`config.mk`:
```
export PLATFORM = sky130hd
export DESIGN_NAME = lds_sequencer
export DESIGN_NICKNAME = d
export VERILOG_FILES = /design/src/rtl/lds_pkg.sv /design/src/rtl/lds_sequencer.sv /design/src/rtl/lds_listen_timer.sv
export SDC_FILE = /design/constraint.sdc
export NUM_CORES = 1
export LEC_CHECK = 0
export BUFFER_PORTS_ARGS = -buffer_cell sky130_fd_sc_hd__buf_2
export CAP_MARGIN = 20
export CORE_UTILIZATION = 38
export CTS_CLUSTER_DIAMETER = 80
export DETAILED_ROUTE_END_ITERATION = 7
export GPL_TIMING_DRIVEN = 0
export PLACE_DENSITY_LB_ADDON = 0.3
export SYNTH_ARGS = -nofsm -noshare
export SYNTH_HDL_FRONTEND = slang
export SYNTH_SLANG_ARGS = --single-unit
```
`constraint.sdc`:
```
create_clock -name core_clk -period 5.1 [get_ports core_clk]
set_clock_uncertainty 0.1 [all_clocks]
set_input_delay 1.02 -clock core_clk [delete_from_list [all_inputs] [get_ports core_clk]]
set_output_delay 1.02 -clock core_clk [all_outputs]
set_load 0.02 [all_outputs]
```
`src/rtl/lds_pkg.sv`:
```
`default_nettype none
package lds_pkg;
	// register offsets
	localparam logic [3:0] ADDR_OPMODE    = 4'h0;
	localparam logic [3:0] ADDR_LCFG_ONE  = 4'h1;
	localparam logic [3:0] ADDR_IDLE_COEF = 4'h2;
	localparam logic [3:0] ADDR_RX_COEF   = 4'h3;
	localparam logic [3:0] ADDR_OSC       = 4'h4;
	localparam logic [3:0] ADDR_AUTO      = 4'h5;
	localparam logic [3:0] ADDR_INTERIM   = 4'h6;
	localparam logic [3:0] ADDR_STATUS    = 4'h7;

	// field positions
	localparam int OPM_MODE_LSB     = 0;
	localparam int OPM_LISTEN_BIT   = 6;
	localparam int LC1_RX_STEP_LSB  = 6;
	localparam int LC1_IDLE_STEP_LSB = 4;
	localparam int LC1_CRIT_BIT     = 3;
	localparam int LC1_END_LSB      = 1;
	localparam int OSC_CAL_REQ_BIT  = 7;
	localparam int OSC_CAL_DONE_BIT = 6;
	localparam int AUTO_ENTRY_LSB   = 5;
	localparam int AUTO_LEAVE_LSB   = 2;
	localparam int INT_MODE_LSB     = 0;
	localparam int INT_PACKET_BIT   = 7;

	// reset values
	localparam logic [7:0] OPMODE_RST    = 8'h01;
	localparam logic [7:0] LCFG_ONE_RST  = 8'h62;
	localparam logic [7:0] IDLE_COEF_RST = 8'hf5;
	localparam logic [7:0] RX_COEF_RST   = 8'h20;
	localparam logic [7:0] AUTO_RST      = 8'h00;
	localparam logic [7:0] INTERIM_RST   = 8'h80;

	// operating mode field encodings
	localparam logic [2:0] MODE_SLEEP = 3'h0;
	localparam logic [2:0] MODE_STBY  = 3'h1;
	localparam logic [2:0] MODE_FS    = 3'h2;
	localparam logic [2:0] MODE_RX    = 3'h4;

	// end of cycle actions
	localparam logic [1:0] END_STAY   = 2'h0;
	localparam logic [1:0] END_MODE   = 2'h1;
	localparam logic [1:0] END_RESUME = 2'h2;

	// automatic mode triggers, 0 disables
	localparam logic [2:0] TRIG_NONE     = 3'h0;
	localparam logic [2:0] TRIG_CHECKSUM = 3'h1;
	localparam logic [2:0] TRIG_PAYLOAD  = 3'h2;
	localparam logic [2:0] TRIG_SYNC     = 3'h3;
	localparam logic [2:0] TRIG_BUF_FALL = 3'h4;
	localparam logic [2:0] TRIG_TIMEOUT  = 3'h5;

	// resolution step codes and their multiple of the 64 us base tick
	localparam logic [1:0] STEP_FINE   = 2'h1;
	localparam logic [1:0] STEP_MID    = 2'h2;
	localparam logic [1:0] STEP_COARSE = 2'h3;
	localparam logic [12:0] MULT_FINE   = 13'h0001;
	localparam logic [12:0] MULT_MID    = 13'h0040;
	localparam logic [12:0] MULT_COARSE = 13'h1000;

	// timing
	localparam int CLK_PERIOD_NS    = 8;
	localparam int STEP_BASE_NS     = 64000;
	localparam int STEP_BASE_CYCLES = STEP_BASE_NS / CLK_PERIOD_NS;
	localparam int CAL_TIME_NS      = 2000;
	localparam int CAL_CYCLES       = CAL_TIME_NS / CLK_PERIOD_NS;

	typedef enum logic [2:0] {
		ST_MANUAL    = 3'b000,
		ST_IDLE      = 3'b001,
		ST_WAKE_STBY = 3'b010,
		ST_WAKE_FS   = 3'b011,
		ST_RX_WIN    = 3'b100,
		ST_RX_HOLD   = 3'b101,
		ST_INTERIM   = 3'b110
	} lds_state_t;
endpackage
`default_nettype wire

```
`src/rtl/lds_sequencer.sv`:
```
// Summary of operation
// (RULE_01) host starts listen by setting listen enable while in standby
// (RULE_02) idle phase keeps only the rc oscillator running, all else off
// (RULE_03) receiver wakes periodically and stays on once a wanted signal appears
// (RULE_04) no wanted signal by window end turns receiver off until next period
// (RULE_05) receive window counts from the start of receiver wake-up
// (RULE_06) each phase lasts its coefficient times its resolution step
// (RULE_07) step chosen separately for window and idle: 64 us, 4.1 ms, 262 ms
// (RULE_08) coefficient is an integer 1 to 255 multiplying the step
// (RULE_09) step code 01 fine, 10 middle, 11 coarse
// (RULE_10) criterion 0 needs signal level only, 1 also needs sync hit
// (RULE_11) end action 00 stays in receive and stops sequencing
// (RULE_12) end action 01 waits payload or timeout, then goes to mode field
// (RULE_13) end action 10 waits payload or timeout, resumes idle, flushes at wake
// (RULE_14) host ends listen by clearing listen enable
// (RULE_15) rc oscillator calibrates itself after power-up
// (RULE_16) calibration request runs calibration, then sets the done flag
// (RULE_17) automatic mode enters interim state on entry trigger, leaves on leave trigger
// (RULE_18) start and end state of automatic mode follow the mode field
// (RULE_19) continuous data presents each received bit live on the serial pin
// (RULE_20) packet data runs the packet engine, leaving only payload in buffer
// (RULE_21) mode field: 000 sleep, 001 standby, 010 synthesizer, 100 receive
// (RULE_22) wake to receive passes standby, synthesizer, then receive after lock
// (RULE_23) listen timers are reloaded per phase and count resolution steps
`timescale 1ns/1ps
`default_nettype none
module lds_sequencer #(
	parameter int TICK_CYCLES = lds_pkg::STEP_BASE_CYCLES
) (
	// clock and reset
	input  wire logic       core_clk,
	input  wire logic       resetn,
	// register port
	input  wire logic [3:0] reg_addr,
	input  wire logic [7:0] reg_wdata,
	input  wire logic       reg_wr,
	input  wire logic       reg_rd,
	output logic [7:0]      reg_rdata,
	// receiver status
	input  wire logic       pll_lock,
	input  wire logic       signal_above_threshold,
	input  wire logic       sync_addr_hit,
	input  wire logic       payload_complete,
	input  wire logic       rx_timeout,
	input  wire logic       checksum_pass,
	input  wire logic       buffer_has_data,
	input  wire logic       demod_bit,
	// block enables and data path
	output logic            rc_osc_on,
	output logic            xo_on,
	output logic            synth_on,
	output logic            rx_on,
	output logic            buffer_flush,
	output logic            packet_engine_en,
	output logic            serial_bit_output,
	output logic [2:0]      current_mode
);
	logic [7:0]         operating_mode_register;
	logic [7:0]         listen_config_one;
	logic [7:0]         idle_coef;
	logic [7:0]         rx_coef;
	logic [7:0]         automatic_mode_config;
	logic [7:0]         interim_config;
	lds_pkg::lds_state_t state;
	lds_pkg::lds_state_t next_state;
	logic [2:0]         next_mode;
	logic               listen_halted;
	logic               cal_busy;
	logic               rc_calibration_complete;
	logic [15:0]        cal_cnt;
	logic [15:0]        tick_cnt;
	logic               tick;
	logic               tmr_load;
	logic               tmr_expired;
	logic               buf_prev;
	logic               cal_request;

	// decoded fields
	logic [2:0] mode_field;
	logic       listen_enable;
	logic [1:0] rx_step;
	logic [1:0] idle_step;
	logic       acceptance_criterion;
	logic [1:0] end_of_cycle_action;
	logic [2:0] interim_entry_trigger;
	logic [2:0] interim_leave_trigger;
	logic [2:0] interim_state;
	logic       packet_mode;
	logic       accept;
	logic       auto_en;
	logic       run_listen;

	assign mode_field            = operating_mode_register[lds_pkg::OPM_MODE_LSB +: 3]; // RULE_21
	assign listen_enable         = operating_mode_register[lds_pkg::OPM_LISTEN_BIT];
	assign rx_step               = listen_config_one[lds_pkg::LC1_RX_STEP_LSB +: 2]; // RULE_07
	assign idle_step             = listen_config_one[lds_pkg::LC1_IDLE_STEP_LSB +: 2];
	assign acceptance_criterion  = listen_config_one[lds_pkg::LC1_CRIT_BIT];
	assign end_of_cycle_action   = listen_config_one[lds_pkg::LC1_END_LSB +: 2];
	assign interim_entry_trigger = automatic_mode_config[lds_pkg::AUTO_ENTRY_LSB +: 3];
	assign interim_leave_trigger = automatic_mode_config[lds_pkg::AUTO_LEAVE_LSB +: 3];
	assign interim_state         = interim_config[lds_pkg::INT_MODE_LSB +: 3];
	assign packet_mode           = interim_config[lds_pkg::INT_PACKET_BIT];
	assign cal_request           = reg_wr && reg_addr == lds_pkg::ADDR_OSC && reg_wdata[lds_pkg::OSC_CAL_REQ_BIT];
	// level alone, or level plus sync hit when the criterion bit is set
	assign accept    = signal_above_threshold && (!acceptance_criterion || sync_addr_hit); // RULE_10
	// one trigger alone would strand the device in the interim state
	assign auto_en   = interim_entry_trigger != lds_pkg::TRIG_NONE
		&& interim_leave_trigger != lds_pkg::TRIG_NONE; // RULE_17
	assign run_listen = listen_enable && !listen_halted;

	// trigger code to event
	function automatic logic lds_trig_hit(input logic [2:0] code, input logic chk, input logic pay,
		input logic syn, input logic bfall, input logic tmo);
		case (code)
			lds_pkg::TRIG_CHECKSUM: lds_trig_hit = chk;
			lds_pkg::TRIG_PAYLOAD:  lds_trig_hit = pay;
			lds_pkg::TRIG_SYNC:     lds_trig_hit = syn;
			lds_pkg::TRIG_BUF_FALL: lds_trig_hit = bfall;
			lds_pkg::TRIG_TIMEOUT:  lds_trig_hit = tmo;
			default:                lds_trig_hit = 1'b0;
		endcase
	endfunction

	// software writes; the calibration request bit is a strobe and is not stored
	always_ff @(posedge core_clk or negedge resetn)
	begin
		if (!resetn)
		begin
			operating_mode_register <= lds_pkg::OPMODE_RST;
			listen_config_one       <= lds_pkg::LCFG_ONE_RST;
			idle_coef               <= lds_pkg::IDLE_COEF_RST;
			rx_coef                 <= lds_pkg::RX_COEF_RST;
			automatic_mode_config   <= lds_pkg::AUTO_RST;
			interim_config          <= lds_pkg::INTERIM_RST;
		end
		else if (reg_wr)
		begin
			case (reg_addr)
				lds_pkg::ADDR_OPMODE:    operating_mode_register <= reg_wdata;
				lds_pkg::ADDR_LCFG_ONE:  listen_config_one       <= reg_wdata;
				lds_pkg::ADDR_IDLE_COEF: idle_coef               <= reg_wdata;
				lds_pkg::ADDR_RX_COEF:   rx_coef                 <= reg_wdata;
				lds_pkg::ADDR_AUTO:      automatic_mode_config   <= reg_wdata;
				lds_pkg::ADDR_INTERIM:   interim_config          <= reg_wdata;
				default:                 ;
			endcase
		end
	end

	// read data one cycle after the strobe; unmapped offsets read zero
	always_ff @(posedge core_clk or negedge resetn)
	begin
		if (!resetn)
			reg_rdata <= 8'h00;
		else if (reg_rd)
		begin
			case (reg_addr)
				lds_pkg::ADDR_OPMODE:    reg_rdata <= operating_mode_register;
				lds_pkg::ADDR_LCFG_ONE:  reg_rdata <= listen_config_one;
				lds_pkg::ADDR_IDLE_COEF: reg_rdata <= idle_coef;
				lds_pkg::ADDR_RX_COEF:   reg_rdata <= rx_coef;
				lds_pkg::ADDR_OSC:       reg_rdata <= {1'b0, rc_calibration_complete, 6'h00};
				lds_pkg::ADDR_AUTO:      reg_rdata <= automatic_mode_config;
				lds_pkg::ADDR_INTERIM:   reg_rdata <= interim_config;
				lds_pkg::ADDR_STATUS:    reg_rdata <= {cal_busy, listen_halted, state, current_mode};
				default:                 reg_rdata <= 8'h00;
			endcase
		end
		else
			reg_rdata <= 8'h00;
	end

	// rc oscillator stand-in: one base tick every 64 us, held off while calibrating
	always_ff @(posedge core_clk or negedge resetn)
	begin
		if (!resetn)
		begin
			tick_cnt <= 16'h0000;
			tick     <= 1'b0;
		end
		else if (cal_busy || tick_cnt == 16'(TICK_CYCLES - 1))
		begin
			tick_cnt <= 16'h0000;
			tick     <= !cal_busy;
		end
		else
		begin
			tick_cnt <= tick_cnt + 16'h0001;
			tick     <= 1'b0;
		end
	end

	// calibration runs from reset release and again on request; a request restarts it
	always_ff @(posedge core_clk or negedge resetn)
	begin
		if (!resetn)
		begin
			cal_busy                <= 1'b1; // RULE_15
			cal_cnt                 <= 16'(lds_pkg::CAL_CYCLES - 1);
			rc_calibration_complete <= 1'b0;
		end
		else if (cal_request)
		begin
			cal_busy                <= 1'b1; // RULE_16
			cal_cnt                 <= 16'(lds_pkg::CAL_CYCLES - 1);
			rc_calibration_complete <= 1'b0;
		end
		else if (cal_busy)
		begin
			cal_cnt <= cal_cnt - 16'h0001;
			if (cal_cnt == 16'h0000)
			begin
				cal_busy                <= 1'b0;
				rc_calibration_complete <= 1'b1; // RULE_16
			end
		end
	end

	// end actions 00 and 01 stop sequencing until software clears listen enable
	always_ff @(posedge core_clk or negedge resetn)
	begin
		if (!resetn)
			listen_halted <= 1'b0;
		else if (!listen_enable)
			listen_halted <= 1'b0; // RULE_14
		else if (state == lds_pkg::ST_RX_WIN && accept && end_of_cycle_action == lds_pkg::END_STAY)
			listen_halted <= 1'b1; // RULE_11
		else if (state == lds_pkg::ST_RX_HOLD && end_of_cycle_action == lds_pkg::END_MODE
			&& (payload_complete || rx_timeout))
			listen_halted <= 1'b1; // RULE_12
	end

	// next phase of the sequencer
	always_comb
	begin
		next_state = state;
		case (state)
			lds_pkg::ST_MANUAL:
				if (run_listen && !cal_busy)
					next_state = lds_pkg::ST_IDLE; // RULE_01
				else if (auto_en && lds_trig_hit(interim_entry_trigger, checksum_pass, payload_complete,
					sync_addr_hit, buf_prev && !buffer_has_data, rx_timeout))
					next_state = lds_pkg::ST_INTERIM; // RULE_17
			lds_pkg::ST_IDLE:
				if (!run_listen)
					next_state = lds_pkg::ST_MANUAL;
				else if (tmr_expired)
					next_state = lds_pkg::ST_WAKE_STBY; // RULE_03
			lds_pkg::ST_WAKE_STBY:
				if (!run_listen)
					next_state = lds_pkg::ST_MANUAL;
				else
					next_state = lds_pkg::ST_WAKE_FS; // RULE_22
			lds_pkg::ST_WAKE_FS:
				if (!run_listen)
					next_state = lds_pkg::ST_MANUAL;
				else if (tmr_expired)
					next_state = lds_pkg::ST_IDLE; // RULE_05
				else if (pll_lock)
					next_state = lds_pkg::ST_RX_WIN; // RULE_22
			lds_pkg::ST_RX_WIN:
				if (!run_listen)
					next_state = lds_pkg::ST_MANUAL;
				else if (accept)
					next_state = lds_pkg::ST_RX_HOLD; // RULE_03
				else if (tmr_expired)
					next_state = lds_pkg::ST_IDLE; // RULE_04
			lds_pkg::ST_RX_HOLD:
				if (!listen_enable)
					next_state = lds_pkg::ST_MANUAL; // RULE_14
				else if (end_of_cycle_action != lds_pkg::END_STAY && (payload_complete || rx_timeout))
					next_state = end_of_cycle_action == lds_pkg::END_RESUME
						? lds_pkg::ST_IDLE : lds_pkg::ST_MANUAL; // RULE_12 RULE_13
			lds_pkg::ST_INTERIM:
				if (lds_trig_hit(interim_leave_trigger, checksum_pass, payload_complete,
					sync_addr_hit, buf_prev && !buffer_has_data, rx_timeout) || !auto_en)
					next_state = lds_pkg::ST_MANUAL; // RULE_17 RULE_18
			default:
				next_state = lds_pkg::ST_MANUAL;
		endcase
	end

	// mode applied to the radio for the next phase
	always_comb
	begin
		next_mode = current_mode;
		case (next_state)
			lds_pkg::ST_IDLE:      next_mode = lds_pkg::MODE_SLEEP; // RULE_02
			lds_pkg::ST_WAKE_STBY: next_mode = lds_pkg::MODE_STBY;
			lds_pkg::ST_WAKE_FS:   next_mode = lds_pkg::MODE_FS;
			lds_pkg::ST_RX_WIN:    next_mode = lds_pkg::MODE_RX;
			lds_pkg::ST_RX_HOLD:   next_mode = lds_pkg::MODE_RX;
			lds_pkg::ST_INTERIM:   next_mode = interim_state;
			lds_pkg::ST_MANUAL:
				// a jump to receive steps through standby and synthesizer, waiting on lock
				if (mode_field != lds_pkg::MODE_RX || current_mode == lds_pkg::MODE_RX)
					next_mode = mode_field; // RULE_18 RULE_21
				else if (current_mode == lds_pkg::MODE_FS)
					next_mode = pll_lock ? lds_pkg::MODE_RX : lds_pkg::MODE_FS; // RULE_22
				else if (current_mode == lds_pkg::MODE_STBY)
					next_mode = lds_pkg::MODE_FS;
				else
					next_mode = lds_pkg::MODE_STBY;
			default:               next_mode = mode_field;
		endcase
	end

	// one timer serves both phases, reloaded as each phase begins
	assign tmr_load = next_state != state
		&& (next_state == lds_pkg::ST_IDLE || next_state == lds_pkg::ST_WAKE_STBY); // RULE_05 RULE_23

	lds_listen_timer u_timer (
		.core_clk (core_clk),
		.resetn   (resetn),
		.load     (tmr_load),
		.tick     (tick),
		.coef     (next_state == lds_pkg::ST_IDLE ? idle_coef : rx_coef),
		.step_sel (next_state == lds_pkg::ST_IDLE ? idle_step : rx_step),
		.expired  (tmr_expired)
	);

	// state, applied mode and buffer edge history
	always_ff @(posedge core_clk or negedge resetn)
	begin
		if (!resetn)
		begin
			state        <= lds_pkg::ST_MANUAL;
			current_mode <= lds_pkg::MODE_STBY;
			buf_prev     <= 1'b0;
		end
		else
		begin
			state        <= next_state;
			current_mode <= next_mode;
			buf_prev     <= buffer_has_data;
		end
	end

	// block enables follow the applied mode; the rc oscillator never stops
	always_ff @(posedge core_clk or negedge resetn)
	begin
		if (!resetn)
		begin
			rc_osc_on <= 1'b0;
			xo_on     <= 1'b0;
			synth_on  <= 1'b0;
			rx_on     <= 1'b0;
		end
		else
		begin
			rc_osc_on <= 1'b1; // RULE_02
			xo_on     <= next_mode != lds_pkg::MODE_SLEEP;
			synth_on  <= next_mode == lds_pkg::MODE_FS || next_mode == lds_pkg::MODE_RX;
			rx_on     <= next_mode == lds_pkg::MODE_RX;
		end
	end

	// stale payload from an earlier window is dropped as the receiver wakes again
	always_ff @(posedge core_clk or negedge resetn)
	begin
		if (!resetn)
			buffer_flush <= 1'b0;
		else
			buffer_flush <= state == lds_pkg::ST_IDLE && next_state == lds_pkg::ST_WAKE_STBY; // RULE_13
	end

	// data path selection: live bit in continuous, packet engine in packet data
	always_ff @(posedge core_clk or negedge resetn)
	begin
		if (!resetn)
		begin
			serial_bit_output <= 1'b0;
			packet_engine_en  <= 1'b0;
		end
		else
		begin
			serial_bit_output <= rx_on && !packet_mode && demod_bit; // RULE_19
			packet_engine_en  <= rx_on && packet_mode; // RULE_20
		end
	end
endmodule
`default_nettype wire

```
`src/rtl/lds_listen_timer.sv`:
```
`timescale 1ns/1ps
`default_nettype none
module lds_listen_timer (
	// clock and reset
	input  wire logic       core_clk,
	input  wire logic       resetn,
	// control
	input  wire logic       load,
	input  wire logic       tick,
	input  wire logic [7:0] coef,
	input  wire logic [1:0] step_sel,
	// result
	output logic            expired
);
	logic [20:0] cnt;

	// step code to multiple of the base tick; an unused code acts as the finest step
	function automatic logic [12:0] lds_step_mult(input logic [1:0] sel);
		case (sel)
			lds_pkg::STEP_MID:    lds_step_mult = lds_pkg::MULT_MID; // RULE_09
			lds_pkg::STEP_COARSE: lds_step_mult = lds_pkg::MULT_COARSE; // RULE_09
			default:              lds_step_mult = lds_pkg::MULT_FINE;
		endcase
	endfunction

	// reload at each phase start, count base ticks down, pulse on the last one
	always_ff @(posedge core_clk or negedge resetn)
	begin
		if (!resetn)
		begin
			cnt     <= 21'h000000;
			expired <= 1'b0;
		end
		else if (load)
		begin
			// a zero coefficient is outside range, treated as one
			cnt     <= 21'((coef == 8'h00 ? 8'h01 : coef) * lds_step_mult(step_sel)); // RULE_06 RULE_08 RULE_23
			expired <= 1'b0;
		end
		else
		begin
			expired <= tick && (cnt == 21'h000001); // RULE_23
			if (tick && cnt != 21'h000000)
				cnt <= cnt - 21'h000001;
		end
	end
endmodule
`default_nettype wire

```
==> metrics.txt <==
worst rel slew slack 0.455; max-cap viol count 0; CTS max path bufs 2; CTS tree done; Max Slew Vio Count 0; min-delay worst type in -> async; largest net degree at the start of global routing 98; die span in y 139 um; CTS Hold Bufs 0; Top FF cell, synth dfrtp_1; H-tree Lvls 4; Final nets 807; hpwl dp 12600 um; Mapped Cells 700; Area Growth Syn to Fin 17.4%; Post-Layout Cell Count 1008; DRC Markers 0; ANT cells 0; Core ar. 18100 um^2; Via density 5.46; via count 5507; number of clock sinks seen by CTS 128; CP Launch Type input port; Final Hold Fails 0; final worst path period share 0.963; Worst EP required 5350 ps; placed instance count 968; root buf cell clkbuf_16; initial antenna violation count 0; outcome complete, no violations; Die Span X 139 um; Post-Syn Area 7110 um^2; first-pass GRT wire length 28400 um; clk_lat worst skew 420 ps; fillers 1720; Total GRT Usage 0.190; Post-Syn Nets 741; IO buf count 38; Top-Level Pins 42; sequential fraction of the synthesis area 0.454; Rows 49; Worst EP arrival 5160 ps; GRT overflow 0; Crit Path Category in -> reg; Static Leak 3.54 nW; routed len/inst 17.5 um; FMAX 204 MHz; crit path time final 4910 ps; die area 19300 um^2; routability congestion estimate from global placement 0.902; initial DRC count 433; clock-pin slew on the worst setup and hold paths 50 ps; Num CTS Buffers 17; Synth Register Bits 128; r2r setup slk 270 ps; Post-synth EDFFs 0; asr flop ratio synth 1.00; Unique masters post-synth 69; syn avg cell area 10.2 um^2; Worst VDD drop 0.304 mV; Routed WL 17600 um; First-pass DRT Iterations 5; Worst Tran Pin Value 814 ps; Worst Path Max Fanout 10; Initial Util 0.392; vias in the first global route 5341; critical path endpoint category register; PwrDens 478 nW/um^2; YS warnings 0; Pwr Total 0.00399 W; Finish-stage setup viols 0; Detail Route Antenna Nets 0; layout cell share with drive strength beyond 1 0.243
what timing repair did:
| action | in CTS | in global routing |
|---|---|---|
| pin swaps | 1 | 5 |
| setup endpoints to repair | 2 | 3 |
| hold endpoints to repair | 0 | 0 |
| setup buffers | 1 | 8 |
| gates resized for setup | 10 | 9 |
per-layer routing:
metal	vias up	part of all wire	track usage	routed length, um
met5	-	0	0	0
met4	0	0.019	0.0737	343
met3	28	0.050	0.0376	882
met2	145	0.48	0.311	8450
met1	2694	0.45	0.250	7920
li1	2640	-	-	-
cell usage in the layout (no fill, tap or decap), drive strengths merged, types with 6 or more instances in the layout:
master	n
nor2	80
dfrtp	108
nand2b	15
nor3	15
nor2b	7
a21oi	29
nor4	12
o21ai	35
nor3b	8
o22ai	9
xnor2	28
o21a	6
mux2	55
xor2	21
ha	16
a22oi	6
nand3	18
nand3b	8
inv	18
nand2	54
buf	61
mux2i	18
clkbuf	34
and3	10
dfstp	20
or3	7
area by class of cell:
cell class                 count  area [um^2]  area share
inverter                      18         67.6     0.00810
buffer                        25          129      0.0154
tap                          229          287      0.0343
timing repair buffer          48          292      0.0349
sequential                   128         3230       0.387
clock inverter                10          111      0.0133
clock buffer                  22          464      0.0556
multi-input combinational    528         3760       0.451
flip-flops by register name, summed over array words and instances (netlist names), 3 cells and up:
signal	flops
listen_config_one	8
automatic_mode_config	8
u_timer.cnt	21
rx_coef	8
operating_mode_register	8
cal_cnt	16
interim_config	8
state	3
current_mode	3
idle_coef	8
tick_cnt	16
reg_rdata	8
cell usage after synthesis, drive strengths merged (7+ instances only):
master	instances	area, um^2
or3	7	48.8
ha	16	200
o21ai	35	175
nand2	54	203
nand2b	15	93.8
nor4	12	81.3
xor2	21	184
clkbuf	13	50.0
inv	18	67.6
nor3	15	75.1
dfstp	20	526
nor3b	8	60.1
mux2	55	619
o22ai	9	56.3
buf	13	76.3
nor2b	7	43.8
nor2	80	300
a21oi	29	145
nand3	18	90.1
and3	10	62.6
dfrtp	108	2700
nand3b	8	60.1
mux2i	18	180
xnor2	28	245
metrics by stage:
stage | hold slack, ps | utilization | area [um^2] | worst slack (ps) | setup TNS (ps)
final | 380 | 0.460 | 8340 | 186 | 0
after global routing | 390 | 0.460 | 8340 | -34.1 | -34.1
after CTS | 375 | 0.455 | 8250 | 2.38 | 0
after detailed placement | 384 | 0.420 | 7620 | -624 | -1850
after global placement | 375 | 0.418 | 7590 | -655 | -2030
after floorplan | 355 | - | 7110 | 29.7 | 0
final timing paths:
kind	from	endpoint	cells past startpoint
max	buffer_has_data	u_timer.cnt[20]	21
min	resetn	u_timer.cnt[9]	1
max reg2reg	state[0]	u_timer.cnt[20]	21
min reg2reg	tick_cnt[0]	tick_cnt[0]	1
max in group asynchronous	resetn	idle_coef[2]	2
min in group core_clk	tick_cnt[0]	tick_cnt[0]	1
report_power, final:
group,switching (W),total (W),leakage [nW],internal (W)
logic,0.000700,0.00128,1.66,0.000576
registers,0.000249,0.00153,1.60,0.00129
clock network,0.000439,0.00118,0.276,0.000741
total,0.00139,0.00399,3.54,0.00260
worst max-delay path, cell delays in order:
cell       delay, ps
buf_2            110
or3b_1           350
a21oi_1          190
o2111ai_2        190
and4_4           270
nand2_4           90
buf_8            160
mux2_2           370
nor2_1           120
ha_1             170
ha_1             160
ha_2             210
fa_2             230
nand2_1           50
or2_2            300
o21ai_0          140
and3_1           190
nand2_1           70
o21a_1           210
or4b_1           480
o21ai_1           90
kinds of logic after synthesis:
kind of cell / Yosys count / synth area share
and+or+nand+nor: 265 / 0.193
buffers and inverters: 44 / 0.0273
other: 1 / 0.000527
muxes: 78 / 0.128
xor gates and xnor gates: 49 / 0.0604
AOI/OAI and AO/OA: 118 / 0.105
adders and majority gates: 17 / 0.0310
DFF: 128 / 0.454
Power figures use the tool's default switching activity.
